$ cat src/hw/flash_seq_pkg.sv
package flash_seq_pkg;
    // device command codes
    localparam logic [7:0] CMD_READ_STATUS = 8'h70;
    localparam logic [7:0] CMD_CHIP_SETUP  = 8'h30;
    localparam logic [7:0] CMD_CONFIRM     = 8'hd0;
    localparam logic [7:0] CMD_WRITE_SETUP = 8'h40;
    localparam logic [7:0] CMD_WRITE_ALT   = 8'h10;
    localparam logic [7:0] CMD_READ_ARRAY  = 8'hff;
    localparam logic [7:0] CMD_CLEAR_DEF   = 8'h50;

    // status_word bit positions
    localparam int SB_READY   = 7;
    localparam int SB_ERASE   = 5;
    localparam int SB_WRITE   = 4;
    localparam int SB_SUPPLY  = 3;
    localparam int SB_PROTECT = 1;

    // controller operations
    typedef enum logic [2:0] {
        OP_CHIP_ERASE  = 3'h0,
        OP_WORD_WRITE  = 3'h1,
        OP_CLEAR       = 3'h2,
        OP_READ_ARRAY  = 3'h3,
        OP_READ_STATUS = 3'h4
    } op_t;

    // register indexes on the software port
    localparam logic [3:0] REG_CTRL  = 4'h0;
    localparam logic [3:0] REG_ADDR  = 4'h1;
    localparam logic [3:0] REG_WDATA = 4'h2;
    localparam logic [3:0] REG_STAT  = 4'h3;
    localparam logic [3:0] REG_IRQ   = 4'h4;
    localparam logic [3:0] REG_MASK  = 4'h5;
    localparam logic [3:0] REG_RDATA = 4'h6;

    // control register fields
    localparam int CTRL_OP_LSB   = 0;
    localparam int CTRL_GO       = 3;
    localparam int CTRL_AUTO_ARR = 4;
    localparam int CTRL_CHK_EACH = 5;

    // interrupt bits: done, error, refused, timeout
    localparam int IRQ_W      = 4;
    localparam int IRQ_DONE   = 0;
    localparam int IRQ_ERROR  = 1;
    localparam int IRQ_REFUSE = 2;
    localparam int IRQ_TMO    = 3;

    // bus timing
    localparam int CLK_PERIOD_NS = 25;
    localparam int WR_PULSE_NS   = 100;
    localparam int RD_ACCESS_NS  = 120;

    function automatic int ns_to_cyc(input int ns);
        int c;
        c = (ns + CLK_PERIOD_NS - 1) / CLK_PERIOD_NS;
        return (c < 1) ? 1 : c;
    endfunction : ns_to_cyc
endpackage : flash_seq_pkg

$ cat src/hw/flash_bus_cycle.sv
`timescale 1ns/1ps
`default_nettype none
module flash_bus_cycle #(
    parameter int AW = 20,
    parameter int DW = 16
) (
    input  wire logic          clock_i,
    input  wire logic          reset_n_i,
    input  wire logic          start_i,
    input  wire logic          read_i,
    input  wire logic [AW-1:0] addr_i,
    input  wire logic [DW-1:0] data_i,
    output logic               busy_o,
    output logic               done_o,
    output logic [DW-1:0]      rdata_o,
    output logic [AW-1:0]      fa_o,
    output logic [DW-1:0]      fd_o,
    input  wire logic [DW-1:0] fd_i,
    output logic               fd_oe_n_o,
    output logic               ce_n_o,
    output logic               we_n_o,
    output logic               oe_n_o
);
    localparam int WR_CYC = flash_seq_pkg::ns_to_cyc(flash_seq_pkg::WR_PULSE_NS);
    localparam int RD_CYC = flash_seq_pkg::ns_to_cyc(flash_seq_pkg::RD_ACCESS_NS);
    localparam logic [7:0] WR_LAST = 8'(WR_CYC - 1);
    localparam logic [7:0] RD_LAST = 8'(RD_CYC - 1);

    logic       rd;
    logic [7:0] cnt;
    wire        last = rd ? (cnt == RD_LAST) : (cnt == WR_LAST);

    always_ff @(posedge clock_i or negedge reset_n_i) begin
        if (!reset_n_i) begin
            busy_o    <= 1'b0;
            done_o    <= 1'b0;
            rd        <= 1'b0;
            cnt       <= 8'h00;
            rdata_o   <= '0;
            fa_o      <= '0;
            fd_o      <= '0;
            fd_oe_n_o <= 1'b1;
            ce_n_o    <= 1'b1;
            we_n_o    <= 1'b1;
            oe_n_o    <= 1'b1;
        end else begin
            done_o <= 1'b0;
            if (!busy_o && start_i) begin
                busy_o    <= 1'b1;
                rd        <= read_i;
                cnt       <= 8'h00;
                fa_o      <= addr_i;
                fd_o      <= data_i;
                fd_oe_n_o <= read_i;
                ce_n_o    <= 1'b0;
                we_n_o    <= read_i;
                oe_n_o    <= !read_i;
            end else if (busy_o && !last) begin
                cnt <= cnt + 8'h01;
            end else if (busy_o) begin
                // strobes rise and data is released together, in the same step at the end of the cycle
                busy_o    <= 1'b0;
                done_o    <= 1'b1;
                ce_n_o    <= 1'b1;
                we_n_o    <= 1'b1;
                oe_n_o    <= 1'b1;
                fd_oe_n_o <= 1'b1;
                if (rd) begin
                    rdata_o <= fd_i;
                end
            end
        end
    end
endmodule : flash_bus_cycle
`default_nettype wire

$ cat src/hw/flash_status_check.sv
`timescale 1ns/1ps
`default_nettype none
module flash_status_check (
    input  wire logic       clock_i,
    input  wire logic       reset_n_i,
    input  wire logic       load_i,
    input  wire logic [7:0] status_word_i,
    output logic            supply_low_o,
    output logic            protect_o,
    output logic            seq_err_o,
    output logic            erase_err_o,
    output logic            write_err_o,
    output logic            any_err_o
);
    wire e5 = status_word_i[flash_seq_pkg::SB_ERASE];
    wire e4 = status_word_i[flash_seq_pkg::SB_WRITE];
    wire e3 = status_word_i[flash_seq_pkg::SB_SUPPLY];
    wire e1 = status_word_i[flash_seq_pkg::SB_PROTECT];

    always_ff @(posedge clock_i or negedge reset_n_i) begin
        if (!reset_n_i) begin
            supply_low_o <= 1'b0;
            protect_o    <= 1'b0;
            seq_err_o    <= 1'b0;
            erase_err_o  <= 1'b0;
            write_err_o  <= 1'b0;
            any_err_o    <= 1'b0;
        end else if (load_i) begin
            supply_low_o <= e3;
            protect_o    <= e1;
            seq_err_o    <= e5 && e4;
            erase_err_o  <= e5 && !e4;
            write_err_o  <= e4 && !e5;
            any_err_o    <= e5 || e4 || e3 || e1;
        end
    end
endmodule : flash_status_check
`default_nettype wire

$ cat src/hw/flash_seq_host.sv
// Design decisions made here: the plain strobed port and the register addresses.
`timescale 1ns/1ps
`default_nettype none
module flash_seq_host #(
    parameter int              AW         = 20,
    parameter int              DW         = 16,
    parameter logic [7:0]      CLEAR_CODE = flash_seq_pkg::CMD_CLEAR_DEF,
    parameter logic [7:0]      WRITE_CODE = flash_seq_pkg::CMD_WRITE_SETUP,
    parameter logic [23:0]     POLL_LIMIT = 24'h0fffff
) (
    input  wire logic          CLOCK_I,
    input  wire logic          RESET_N_I,
    input  wire logic [3:0]    ADDR_I,
    input  wire logic [31:0]   WDATA_I,
    input  wire logic          WR_I,
    input  wire logic          RD_I,
    output logic [31:0]        RDATA_O,
    output logic               IRQ_O,
    output logic [AW-1:0]      FA_O,
    output logic [DW-1:0]      FD_O,
    input  wire logic [DW-1:0] FD_I,
    output logic               FD_OE_N_O,
    output logic               CE_N_O,
    output logic               WE_N_O,
    output logic               OE_N_O
);
    typedef enum logic [2:0] {
        S_IDLE, S_PRE_CMD, S_PRE_RD, S_OP_1, S_OP_2, S_POST_RD, S_ARRAY,
        S_FINISH
    } state_t;

    localparam int IRQ_W_L = flash_seq_pkg::IRQ_W;

    ////////////////////////////////////////////////////////////////////////
    // software registers
    state_t                    state;
    state_t                    next_state;
    flash_seq_pkg::op_t        op;
    logic                      auto_array;
    logic                      check_each;
    logic [AW-1:0]             tgt_addr;
    logic [DW-1:0]             wdata;
    logic [7:0]                status_word;
    logic [DW-1:0]             last_read;
    logic                      err_pending;
    logic                      timeout;
    logic [IRQ_W_L-1:0]        irq_stat;
    logic [IRQ_W_L-1:0]        irq_mask;
    logic [23:0]               poll_cnt;
    logic                      issued;
    logic                      cyc_start;
    logic                      cyc_busy;
    logic                      cyc_done;
    logic [DW-1:0]             cyc_rdata;
    logic                      chk_sup, chk_prot, chk_seq, chk_era, chk_wr;
    logic                      chk_any;

    function automatic logic is_reg(input logic [3:0] a,
                                    input logic [3:0] r);
        return a == r;
    endfunction : is_reg

    wire wr_ctrl   = WR_I && is_reg(ADDR_I, flash_seq_pkg::REG_CTRL);
    wire go        = wr_ctrl && WDATA_I[flash_seq_pkg::CTRL_GO];
    wire [2:0] go_op_bits = WDATA_I[flash_seq_pkg::CTRL_OP_LSB +: 3];
    wire go_is_mod = go_op_bits == 3'(flash_seq_pkg::OP_CHIP_ERASE)
                  || go_op_bits == 3'(flash_seq_pkg::OP_WORD_WRITE);
    // erase or write refused while an error is unacknowledged
    wire refuse    = go && state == S_IDLE && err_pending && go_is_mod;
    wire accept    = go && state == S_IDLE && !refuse;
    wire op_mod    = op == flash_seq_pkg::OP_CHIP_ERASE
                  || op == flash_seq_pkg::OP_WORD_WRITE;

    ////////////////////////////////////////////////////////////////////////
    // bus step selection
    wire step_state = state != S_IDLE && state != S_FINISH;
    wire step_read  = state == S_PRE_RD || state == S_POST_RD;
    wire rd_ready   = cyc_rdata[flash_seq_pkg::SB_READY];
    wire poll_end   = poll_cnt == POLL_LIMIT;
    logic [7:0]    op1_code;
    logic [DW-1:0] step_data;
    logic [AW-1:0] step_addr;

    always_comb begin
        case (op)
            flash_seq_pkg::OP_CHIP_ERASE:  op1_code = flash_seq_pkg::CMD_CHIP_SETUP;
            flash_seq_pkg::OP_WORD_WRITE:  op1_code = WRITE_CODE;
            flash_seq_pkg::OP_CLEAR:       op1_code = CLEAR_CODE;
            flash_seq_pkg::OP_READ_ARRAY:  op1_code = flash_seq_pkg::CMD_READ_ARRAY;
            default:                       op1_code = flash_seq_pkg::CMD_READ_STATUS;
        endcase
    end

    always_comb begin
        step_addr = '0;
        case (state)
            S_PRE_CMD: step_data = DW'(flash_seq_pkg::CMD_READ_STATUS);
            S_OP_1:    step_data = DW'(op1_code);
            S_OP_2: begin
                if (op == flash_seq_pkg::OP_WORD_WRITE) begin
                    step_data = wdata;
                    step_addr = tgt_addr;
                end else begin
                    step_data = DW'(flash_seq_pkg::CMD_CONFIRM);
                end
            end
            S_ARRAY:   step_data = DW'(flash_seq_pkg::CMD_READ_ARRAY);
            default:   step_data = '0;
        endcase
    end

    ////////////////////////////////////////////////////////////////////////
    // sequencer
    always_comb begin
        next_state = state;
        case (state)
            S_IDLE: begin
                if (accept) begin
                    if (go_op_bits == 3'(flash_seq_pkg::OP_CLEAR)
                        || go_op_bits == 3'(flash_seq_pkg::OP_READ_ARRAY)) begin
                        next_state = S_OP_1;
                    end else begin
                        next_state = S_PRE_CMD;
                    end
                end
            end
            S_PRE_CMD: if (cyc_done) next_state = S_PRE_RD;
            S_PRE_RD: begin
                if (cyc_done && rd_ready) begin
                    next_state = op_mod ? S_OP_1 : S_FINISH;
                end else if (cyc_done && poll_end) begin
                    next_state = S_FINISH;
                end
            end
            S_OP_1: if (cyc_done) next_state = op_mod ? S_OP_2 : S_FINISH;
            S_OP_2: if (cyc_done) next_state = S_POST_RD;
            S_POST_RD: begin
                if (cyc_done && rd_ready) begin
                    next_state = auto_array ? S_ARRAY : S_FINISH;
                end else if (cyc_done && poll_end) begin
                    next_state = S_FINISH;
                end
            end
            S_ARRAY:  if (cyc_done) next_state = S_FINISH;
            S_FINISH: next_state = S_IDLE;
            default:  next_state = S_IDLE;
        endcase
    end

    wire status_load = cyc_done && step_read && rd_ready;
    wire tmo_hit     = cyc_done && step_read && !rd_ready && poll_end;
    wire clear_done  = state == S_OP_1 && cyc_done
                    && op == flash_seq_pkg::OP_CLEAR;
    // checked after each erase or write when check_each is set, otherwise only on an explicit status read
    // clear and read-array end without a status read, flags are stale there
    wire err_latch   = state == S_FINISH && chk_any && !timeout
                    && ((op_mod && check_each)
                        || op == flash_seq_pkg::OP_READ_STATUS);

    logic [IRQ_W_L-1:0] irq_ev;
    always_comb begin
        irq_ev = '0;
        irq_ev[flash_seq_pkg::IRQ_DONE]   = state == S_FINISH;
        irq_ev[flash_seq_pkg::IRQ_ERROR]  = err_latch;
        irq_ev[flash_seq_pkg::IRQ_REFUSE] = refuse;
        irq_ev[flash_seq_pkg::IRQ_TMO]    = tmo_hit;
    end
    wire [IRQ_W_L-1:0] irq_clr = (WR_I && is_reg(ADDR_I, flash_seq_pkg::REG_IRQ))
                               ? WDATA_I[IRQ_W_L-1:0] : '0;

    always_ff @(posedge CLOCK_I or negedge RESET_N_I) begin
        if (!RESET_N_I) begin
            state     <= S_IDLE;
            issued    <= 1'b0;
            cyc_start <= 1'b0;
            poll_cnt  <= '0;
        end else begin
            state     <= next_state;
            cyc_start <= step_state && !issued && !cyc_busy && !cyc_start;
            issued    <= (issued || cyc_start) && !cyc_done;
            if (accept || status_load) begin
                poll_cnt <= '0;
            end else if (cyc_done && step_read) begin
                poll_cnt <= poll_cnt + 24'h000001;
            end
        end
    end

    always_ff @(posedge CLOCK_I or negedge RESET_N_I) begin
        if (!RESET_N_I) begin
            op          <= flash_seq_pkg::OP_READ_STATUS;
            auto_array  <= 1'b0;
            check_each  <= 1'b1;
            tgt_addr    <= '0;
            wdata       <= '0;
            status_word <= 8'h00;
            last_read   <= '0;
            err_pending <= 1'b0;
            timeout     <= 1'b0;
            irq_stat    <= '0;
            irq_mask    <= '0;
        end else begin
            if (accept) begin
                op         <= flash_seq_pkg::op_t'(go_op_bits);
                auto_array <= WDATA_I[flash_seq_pkg::CTRL_AUTO_ARR];
                check_each <= WDATA_I[flash_seq_pkg::CTRL_CHK_EACH];
                timeout    <= 1'b0;
            end else if (tmo_hit) begin
                timeout <= 1'b1;
            end
            if (WR_I && is_reg(ADDR_I, flash_seq_pkg::REG_ADDR)) begin
                tgt_addr <= WDATA_I[AW-1:0];
            end
            if (WR_I && is_reg(ADDR_I, flash_seq_pkg::REG_WDATA)) begin
                wdata <= WDATA_I[DW-1:0];
            end
            if (status_load) begin
                status_word <= cyc_rdata[7:0];
            end
            if (cyc_done && step_read) begin
                last_read <= cyc_rdata;
            end
            if (err_latch) begin
                err_pending <= 1'b1;
            end else if (clear_done) begin
                err_pending <= 1'b0;
            end
            irq_stat <= (irq_stat & ~irq_clr) | irq_ev;
            if (WR_I && is_reg(ADDR_I, flash_seq_pkg::REG_MASK)) begin
                irq_mask <= WDATA_I[IRQ_W_L-1:0];
            end
        end
    end

    ////////////////////////////////////////////////////////////////////////
    // read port and interrupt
    wire [31:0] stat_word = {16'h0000, timeout, chk_wr, chk_era, chk_seq,
                             chk_prot, chk_sup, err_pending,
                             state != S_IDLE, status_word};
    wire [31:0] ctrl_word = {26'h0000000, check_each, auto_array, 1'b0,
                             3'(op)};
    logic [31:0] rd_mux;
    always_comb begin
        case (ADDR_I)
            flash_seq_pkg::REG_CTRL:  rd_mux = ctrl_word;
            flash_seq_pkg::REG_ADDR:  rd_mux = 32'(tgt_addr);
            flash_seq_pkg::REG_WDATA: rd_mux = 32'(wdata);
            flash_seq_pkg::REG_STAT:  rd_mux = stat_word;
            flash_seq_pkg::REG_IRQ:   rd_mux = 32'(irq_stat);
            flash_seq_pkg::REG_MASK:  rd_mux = 32'(irq_mask);
            flash_seq_pkg::REG_RDATA: rd_mux = 32'(last_read);
            default:                  rd_mux = 32'h00000000;
        endcase
    end

    always_ff @(posedge CLOCK_I or negedge RESET_N_I) begin
        if (!RESET_N_I) begin
            RDATA_O <= 32'h00000000;
            IRQ_O   <= 1'b0;
        end else begin
            RDATA_O <= RD_I ? rd_mux : 32'h00000000;
            IRQ_O   <= |(irq_stat & irq_mask);
        end
    end

    ////////////////////////////////////////////////////////////////////////
    // pin engine and status decoding
    flash_bus_cycle #(.AW(AW), .DW(DW)) u_cycle (
        .clock_i   (CLOCK_I),
        .reset_n_i (RESET_N_I),
        .start_i   (cyc_start),
        .read_i    (step_read),
        .addr_i    (step_addr),
        .data_i    (step_data),
        .busy_o    (cyc_busy),
        .done_o    (cyc_done),
        .rdata_o   (cyc_rdata),
        .fa_o      (FA_O),
        .fd_o      (FD_O),
        .fd_i      (FD_I),
        .fd_oe_n_o (FD_OE_N_O),
        .ce_n_o    (CE_N_O),
        .we_n_o    (WE_N_O),
        .oe_n_o    (OE_N_O)
    );

    flash_status_check u_check (
        .clock_i       (CLOCK_I),
        .reset_n_i     (RESET_N_I),
        .load_i        (status_load),
        .status_word_i (cyc_rdata[7:0]),
        .supply_low_o  (chk_sup),
        .protect_o     (chk_prot),
        .seq_err_o     (chk_seq),
        .erase_err_o   (chk_era),
        .write_err_o   (chk_wr),
        .any_err_o     (chk_any)
    );
endmodule : flash_seq_host
`default_nettype wire

$ cat config.mk
export PLATFORM = sky130hd
export DESIGN_NAME = flash_seq_host
export DESIGN_NICKNAME = d
export VERILOG_FILES = /design/src/hw/flash_seq_pkg.sv /design/src/hw/flash_bus_cycle.sv /design/src/hw/flash_status_check.sv /design/src/hw/flash_seq_host.sv
export SDC_FILE = /design/constraint.sdc
export NUM_CORES = 1
export LEC_CHECK = 0
export BUFFER_PORTS_ARGS = -buffer_cell sky130_fd_sc_hd__buf_2
export CELL_PAD_IN_SITES_DETAIL_PLACEMENT = 0
export CELL_PAD_IN_SITES_GLOBAL_PLACEMENT = 1
export CORE_ASPECT_RATIO = 0.7
export CORE_MARGIN = 2
export CORE_UTILIZATION = 40
export DETAILED_ROUTE_END_ITERATION = 6
export GPL_TIMING_DRIVEN = 1
export PLACE_DENSITY = 0.7
export SYNTH_ARGS = -nofsm -noshare
export SYNTH_HDL_FRONTEND = slang
export SYNTH_SLANG_ARGS = --single-unit
$ cat constraint.sdc
create_clock -name CLOCK_I -period 2.24 [get_ports CLOCK_I]
set_clock_uncertainty 0.2 [all_clocks]
set_input_delay 0.448 -clock CLOCK_I [delete_from_list [all_inputs] [get_ports CLOCK_I]]
set_output_delay 0.448 -clock CLOCK_I [all_outputs]
set_load 0.05 [all_outputs]
# ---- Word level (Yosys, flattened, before mapping)
# Cells that the tools add are included.
dict set report op_classes {
  add_sub_neg 2
  eq_ne 30
  muxes 40
  n_bitwise 6
  n_reduce_logical 67
}
# operator n
set op_table {}
lappend op_table {{20-bit one-hot mux with 7 select lines} 1}
lappend op_table {{16-bit one-hot mux with 4 select lines} 1}
lappend op_table {{24-bit 2-to-1 mux} 2}
lappend op_table {{20-bit 2-to-1 mux} 2}
lappend op_table {{1-bit logical AND} 32}
lappend op_table {{32-bit 2-to-1 mux} 1}
lappend op_table {{8-bit one-hot mux with 4 select lines} 1}
lappend op_table {{3-bit 2-to-1 mux} 9}
lappend op_table {{24-bit by 1-bit adder with 24-bit output, second input constant} 1}
lappend op_table {{24-bit by 20-bit == test with 1-bit output, second input constant} 1}
lappend op_table {{3-bit one-hot mux with 8 select lines} 1}
lappend op_table {{3-bit by 2-bit == test with 1-bit output, second input constant} 6}
lappend op_table {{1-bit 2-to-1 mux} 16}
lappend op_table {{16-bit 2-to-1 mux} 1}
lappend op_table {{8-bit 2-to-1 mux} 2}
lappend op_table {{3-bit == test, second input constant} 5}
lappend op_table {{4-bit by 3-bit == test with 1-bit output, second input constant} 3}
lappend op_table {{1-bit logical NOT} 11}
lappend op_table {{1-bit logical OR} 10}
lappend op_table {{2-bit by 1-bit != test with 1-bit output, second input constant} 5}
lappend op_table {{2-bit nonzero test} 5}
lappend op_table {{3-bit by 1-bit == test with 1-bit output, second input constant} 3}
lappend op_table {{3-bit logical NOT} 3}
lappend op_table {{8-bit by 1-bit adder with 8-bit output, second input constant} 1}
lappend op_table {{18 further kinds} 22}
dict set report word_totals {
  reg_bits 209
  inputBits 56
  output_inout_bits 73
  wordCells 178
}

# ---- Longest topological paths before layout
dict set report logic_depth {
  word_depth 10
  mapped_depth 8
  depth_no_buf 6
}

# ---- Cells and area by module
# From an unflattened synthesis, not the netlist that was laid out.
dict set report unflattened {
  cells_unflattened 788
  hier_area_um2 9295.2
}
# module n_inst cells_per_inst area_each_um2 seq_area_each_um2
set by_module_without_submodules {}
lappend by_module_without_submodules {flash_seq_host 1 588 6408.6 3130.5}
lappend by_module_without_submodules {flash_bus_cycle 1 179 2633.8 1655.3}
lappend by_module_without_submodules {flash_status_check 1 21 252.7 150.1}

# ---- Worst setup path before layout
# Ideal clock, no wire load.
dict set report synth_path {
  path_kind {input to register}
  from {input port ADDR_I[0]}
  to {register auto_array}
  setup_ns 0.125
  arrival_time_ns 1.823
  required_time_ns 1.915
  setup_slack_ns 0.092
  cell_stages 6
  path_buffers 2
  path_cell_list {buf_6 > or4_4 > nor3_4 > nand2b_1 > buf_6 > mux2_4}
}
dict set report synth_via {
  elab_chain_len 8
}
# element line_no
set synth_rtl {}
lappend synth_rtl {{from (decl)} flash_seq_host.sv:13} ;# input wire logic [3:0] ADDR_I,
lappend synth_rtl {{4-bit logical NOT *} flash_seq_host.sv:60} ;# return a == r;
lappend synth_rtl {{1-bit logical AND *} flash_seq_host.sv:63} ;# wire wr_ctrl = WR_I && is_reg(ADDR_I, flash_seq_pkg::REG_CTRL);
lappend synth_rtl {{1-bit logical AND *} flash_seq_host.sv:64} ;# wire go = wr_ctrl && WDATA_I[flash_seq_pkg::CTRL_GO];
lappend synth_rtl {{1-bit logical AND *} {flash_seq_host.sv:69, flash_seq_host.sv:70}}
lappend synth_rtl {{1-bit logical AND (2 in a row)} flash_seq_host.sv:69} ;# wire refuse = go && state == S_IDLE && err_pending && go_is_mod;
lappend synth_rtl {{1-bit logical NOT} flash_seq_host.sv:70} ;# wire accept = go && state == S_IDLE && !refuse;
lappend synth_rtl {{1-bit logical AND *} flash_seq_host.sv:70}
lappend synth_rtl {{to (signal assigned)} flash_seq_host.sv:205} ;# auto_array <= WDATA_I[flash_seq_pkg::CTRL_AUTO_ARR];
lappend synth_rtl {{to (decl)} flash_seq_host.sv:39} ;# logic auto_array;
# Every way passes the cells marked *; elsewhere a longest branch is shown, timed or not.
# A chain may end at the register's enable or synchronous reset.

# ---- Worst setup path after layout
dict set report layout_path {
  from {register poll_cnt[0]}
  to {register state[0]}
}
dict set report layout_via {
  elab_chain_len 5
  elab_cells_between_ends 6
  classes_between {1 x eq/ne; 4 x mux; 1 x reduce/logical}
}
# element line_no
set layout_rtl {}
lappend layout_rtl {{from (decl)} flash_seq_host.sv:49} ;# logic [23:0] poll_cnt;
lappend layout_rtl {{from (signal assigned)} flash_seq_host.sv:184} ;# poll_cnt <= poll_cnt + 24'h000001;
lappend layout_rtl {{24-bit by 20-bit == test with 1-bit output *} flash_seq_host.sv:79} ;# wire poll_end = poll_cnt == POLL_LIMIT;
lappend layout_rtl {{1-bit logical AND *} {flash_seq_host.sv:131, flash_seq_host.sv:140}}
lappend layout_rtl {{3-bit 2-to-1 mux *} n/a}
lappend layout_rtl {{3-bit 2-to-1 mux, on equally long branches} n/a}
lappend layout_rtl {{3-bit one-hot mux with 8 select lines *} n/a}
lappend layout_rtl {{to (signal assigned)} flash_seq_host.sv:178} ;# state <= next_state;
lappend layout_rtl {{to (decl)} flash_seq_host.sv:36} ;# state_t state;
# Marked as above.

==> summary.txt <==
Outcome
  • Status: complete, no violations

Clocking
  • Clock sinks: 195
  • Post-CTS Setup Inserts: 0
  • Clk root buf: clkbuf_16
  • CTS tree: built
  • Clock transition at the registers of the reported paths: 0.08 ns
  • CTS resizes: 0
  • Clock tree buffer depth: 2
  • H-Tree Depth: 4
  • Clock Latency Late Sink: 0.44 ns
  • Hold-fix buffers, CTS: 7
  • CTS Buf Count: 17

STA
  • Crit share post-route: 93.4%
  • Post-route minimum period: 2.09 ns
  • Final setup violation count: 0
  • Max-slew violation count: 0
  • FMAX: 478 MHz
  • Setup tns final: 0 ns
  • Setup WS post-layout: 0.147 ns
  • Slew @ Worst Pin: 0.703 ns
  • Final Hold Viols: 0
  • Rel. slew slack: 53.1%
  • RSZ-0062 raised after global routing: no

Hold path
  • Worst hold start: FD_I[6]
  • WHS Endpoint: u_cycle.rdata_o[6]
  • Hold Crit Class: in -> reg
  • Hold path depth: 2

Placement
  • Pre-CTS setup slack: 0.0302 ns
  • RD Place Congestion: 0.876
  • Count of input and output buffers: 104
  • Final HPWL DP: 16.1 mm

Routing
  • Drt first pass iters: 5
  • WL per Instance: 17.7 um
  • DR iter-0 viols: 524
  • Residual DRC: 0
  • Via/cell ratio: 5.23
  • Final ANT Viol Nets: 0
  • Via count: 6,649
  • Final wirelength: 22.5 mm

Logic synthesis
  • Synth Area in Simple Gates: 19.7%
  • Mux contribution to synthesized area: 8.46%
  • XOR/XNOR Fraction of Synth Area: 2.51%
  • Sequential area share after synthesis: 56.1%
  • Synth Area in Compound Gates: 9.05%
  • Post-synth ARST share: 100%
  • Adder-cell area share of the yosys netlist: 0.287%
  • Mean area per synthesized cell: 10.5 sq um
  • Top_reg_cell synth: dfrtp_1
  • Largest family of logic cells by synthesized area: simple AND/OR/NAND/NOR gates
  • Gate Count Post-Synth: 833
  • Yosys synthesis warning count: 0
  • EDFF count, synth: 0
  • #FFs+latches synth: 195
  • Post-synthesis cell type count: 70
  • Post-Syn Area: 8710 sq um

Floorplan
  • Row count: 45
  • Die Ht: 127 um
  • Die area: 23,000 sq um
  • Die width: 180 um
  • CORE AREA: 21,500 sq um
  • Initial Util: 40.5%
  • Total I/O pin count: 129

Power and ir drop
  • Leak: 5.16 nW
  • VDD IR max: 517 uV
  • Power Density: 1050 nW/um^2

Worst setup path
  • Cells on worst reg2reg path: 6
  • Crit-path max FO: 3
  • Critical path arrival: 2.21 ns
  • CP Data Required Time: 2.35 ns
  • Reg-to-reg endpoint: state[0]
  • Setup Crit Path Kind: reg -> reg
  • Reg2reg setup slack: 0.15 ns
  • Critical Path Sink Type: register
  • Startpoint types: register
  • RR Startpoint: poll_cnt[0]

Finish
  • # diodes: 0
  • Share of layout cells above drive strength 1: 25.6%
  • Nets: 1,035
  • Layout area overhead: 21.2%
  • Commonest non-fill, non-tap cell in the layout: dfrtp_1
  • # fillers: 2,054
  • Area of the multi-input gates: 3540 sq um
  • Core Util, Final: 49.1%
  • FF+latch area: 4890 sq um
  • Most frequent cells in the layout: dfrtp_1, nand2_1, buf_2

Run
  • Number of max-cap violations: 0

Global route
  • First-pass GRT wire length: 35.7 mm
  • Grt total ovfl: 0
  • Vias in the first global route: 6,384
  • Gr usage total: 20.1%
  • Largest net degree at the start of global routing: 41
  • Initial antenna violation count: 0
[critical path, cell delays in order (launching register included)]
cell	delay (ns)
dfrtp_1	0.35
ha_1	0.21
nand4_1	0.19
nor4_1	0.36
and4bb_1	0.29
nor4bb_1	0.07
o41ai_1	0.28
[final cells by class]
cell class                 count  share of cell area [%]
multi-input combinational    585                    33.5
inverter                       7                   0.249
sequential                   195                    46.3
clock buffer                  18                    4.07
tap                          282                    3.34
timing repair buffer         171                    10.9
clock inverter                14                    1.61
[kinds of logic after synthesis]
family	Yosys count
simple gates	364
mux	64
compound gates	118
flops	195
other cells	1
fa+ha+maj	2
xor+xnor	25
buf+inv	64
[how the worst max path moves through the flow]
stage                      startpoint         end
after CTS                 poll_cnt[0]    state[0]
after detailed placement    ADDR_I[0]    state[1]
after global routing      poll_cnt[0]    state[2]
final                     poll_cnt[0]    state[0]
after floorplan             ADDR_I[0]  auto_array
after global placement      ADDR_I[0]    state[1]
[metrics by stage]
step,hold slack [ns],instance area (sq um),power [mW],instances
floorplan,-0.0476,8750,6.98,844
global placement,0.192,9880,8.01,1232
detailed placement,0.194,9880,8.06,1232
CTS,0.00131,10500,11.2,1271
global route,0.000387,10600,11.8,1272
finish,0.0120,10600,11.1,1272
[per-layer routing]
layer / track usage [%] / up-vias / wire length [um]
met5: 0 / - / 0
met4: 6.26 / 0 / 333
met3: 3.59 / 27 / 950
met2: 27.9 / 148 / 9340
met1: 31.6 / 3314 / 11800
li1: - / 3160 / -
[synthesized netlist by cell type (all sizes together), types with 7 or more instances]
master / instances / area share [%]
nand2: 179 / 7.8
o21ai: 33 / 1.9
clkbuf: 31 / 1.3
nand4: 14 / 1.0
nand2b: 8 / 0.57
inv: 7 / 0.30
nand3: 50 / 2.9
nor2: 55 / 2.4
nor3: 12 / 0.99
nand3b: 7 / 0.60
a21oi: 24 / 1.4
mux2: 58 / 7.6
a22oi: 26 / 2.2
xor2: 20 / 2.0
buf: 26 / 2.1
dfrtp: 190 / 55
[power breakdown]
| part | switching, mW | internal (mW) | leakage, nW |
|---|---|---|---|
| sequential | 0.738 | 4.36 | 2.53 |
| clock | 1.51 | 1.59 | 0.281 |
| combinational | 1.78 | 1.15 | 2.34 |
| total | 4.03 | 7.10 | 5.16 |
[flip-flops by register name (all words and copies together) (netlist names), 3 cells and up]
register	cells
RDATA_O	20
poll_cnt	24
u_cycle.cnt	8
u_cycle.rdata_o	16
wdata	16
op	3
irq_mask	4
irq_stat	4
last_read	16
status_word	8
state	3
tgt_addr	20
u_cycle.fd_o	16
u_cycle.fa_o	20
No activity file was read; power rests on OpenSTA's default activity.
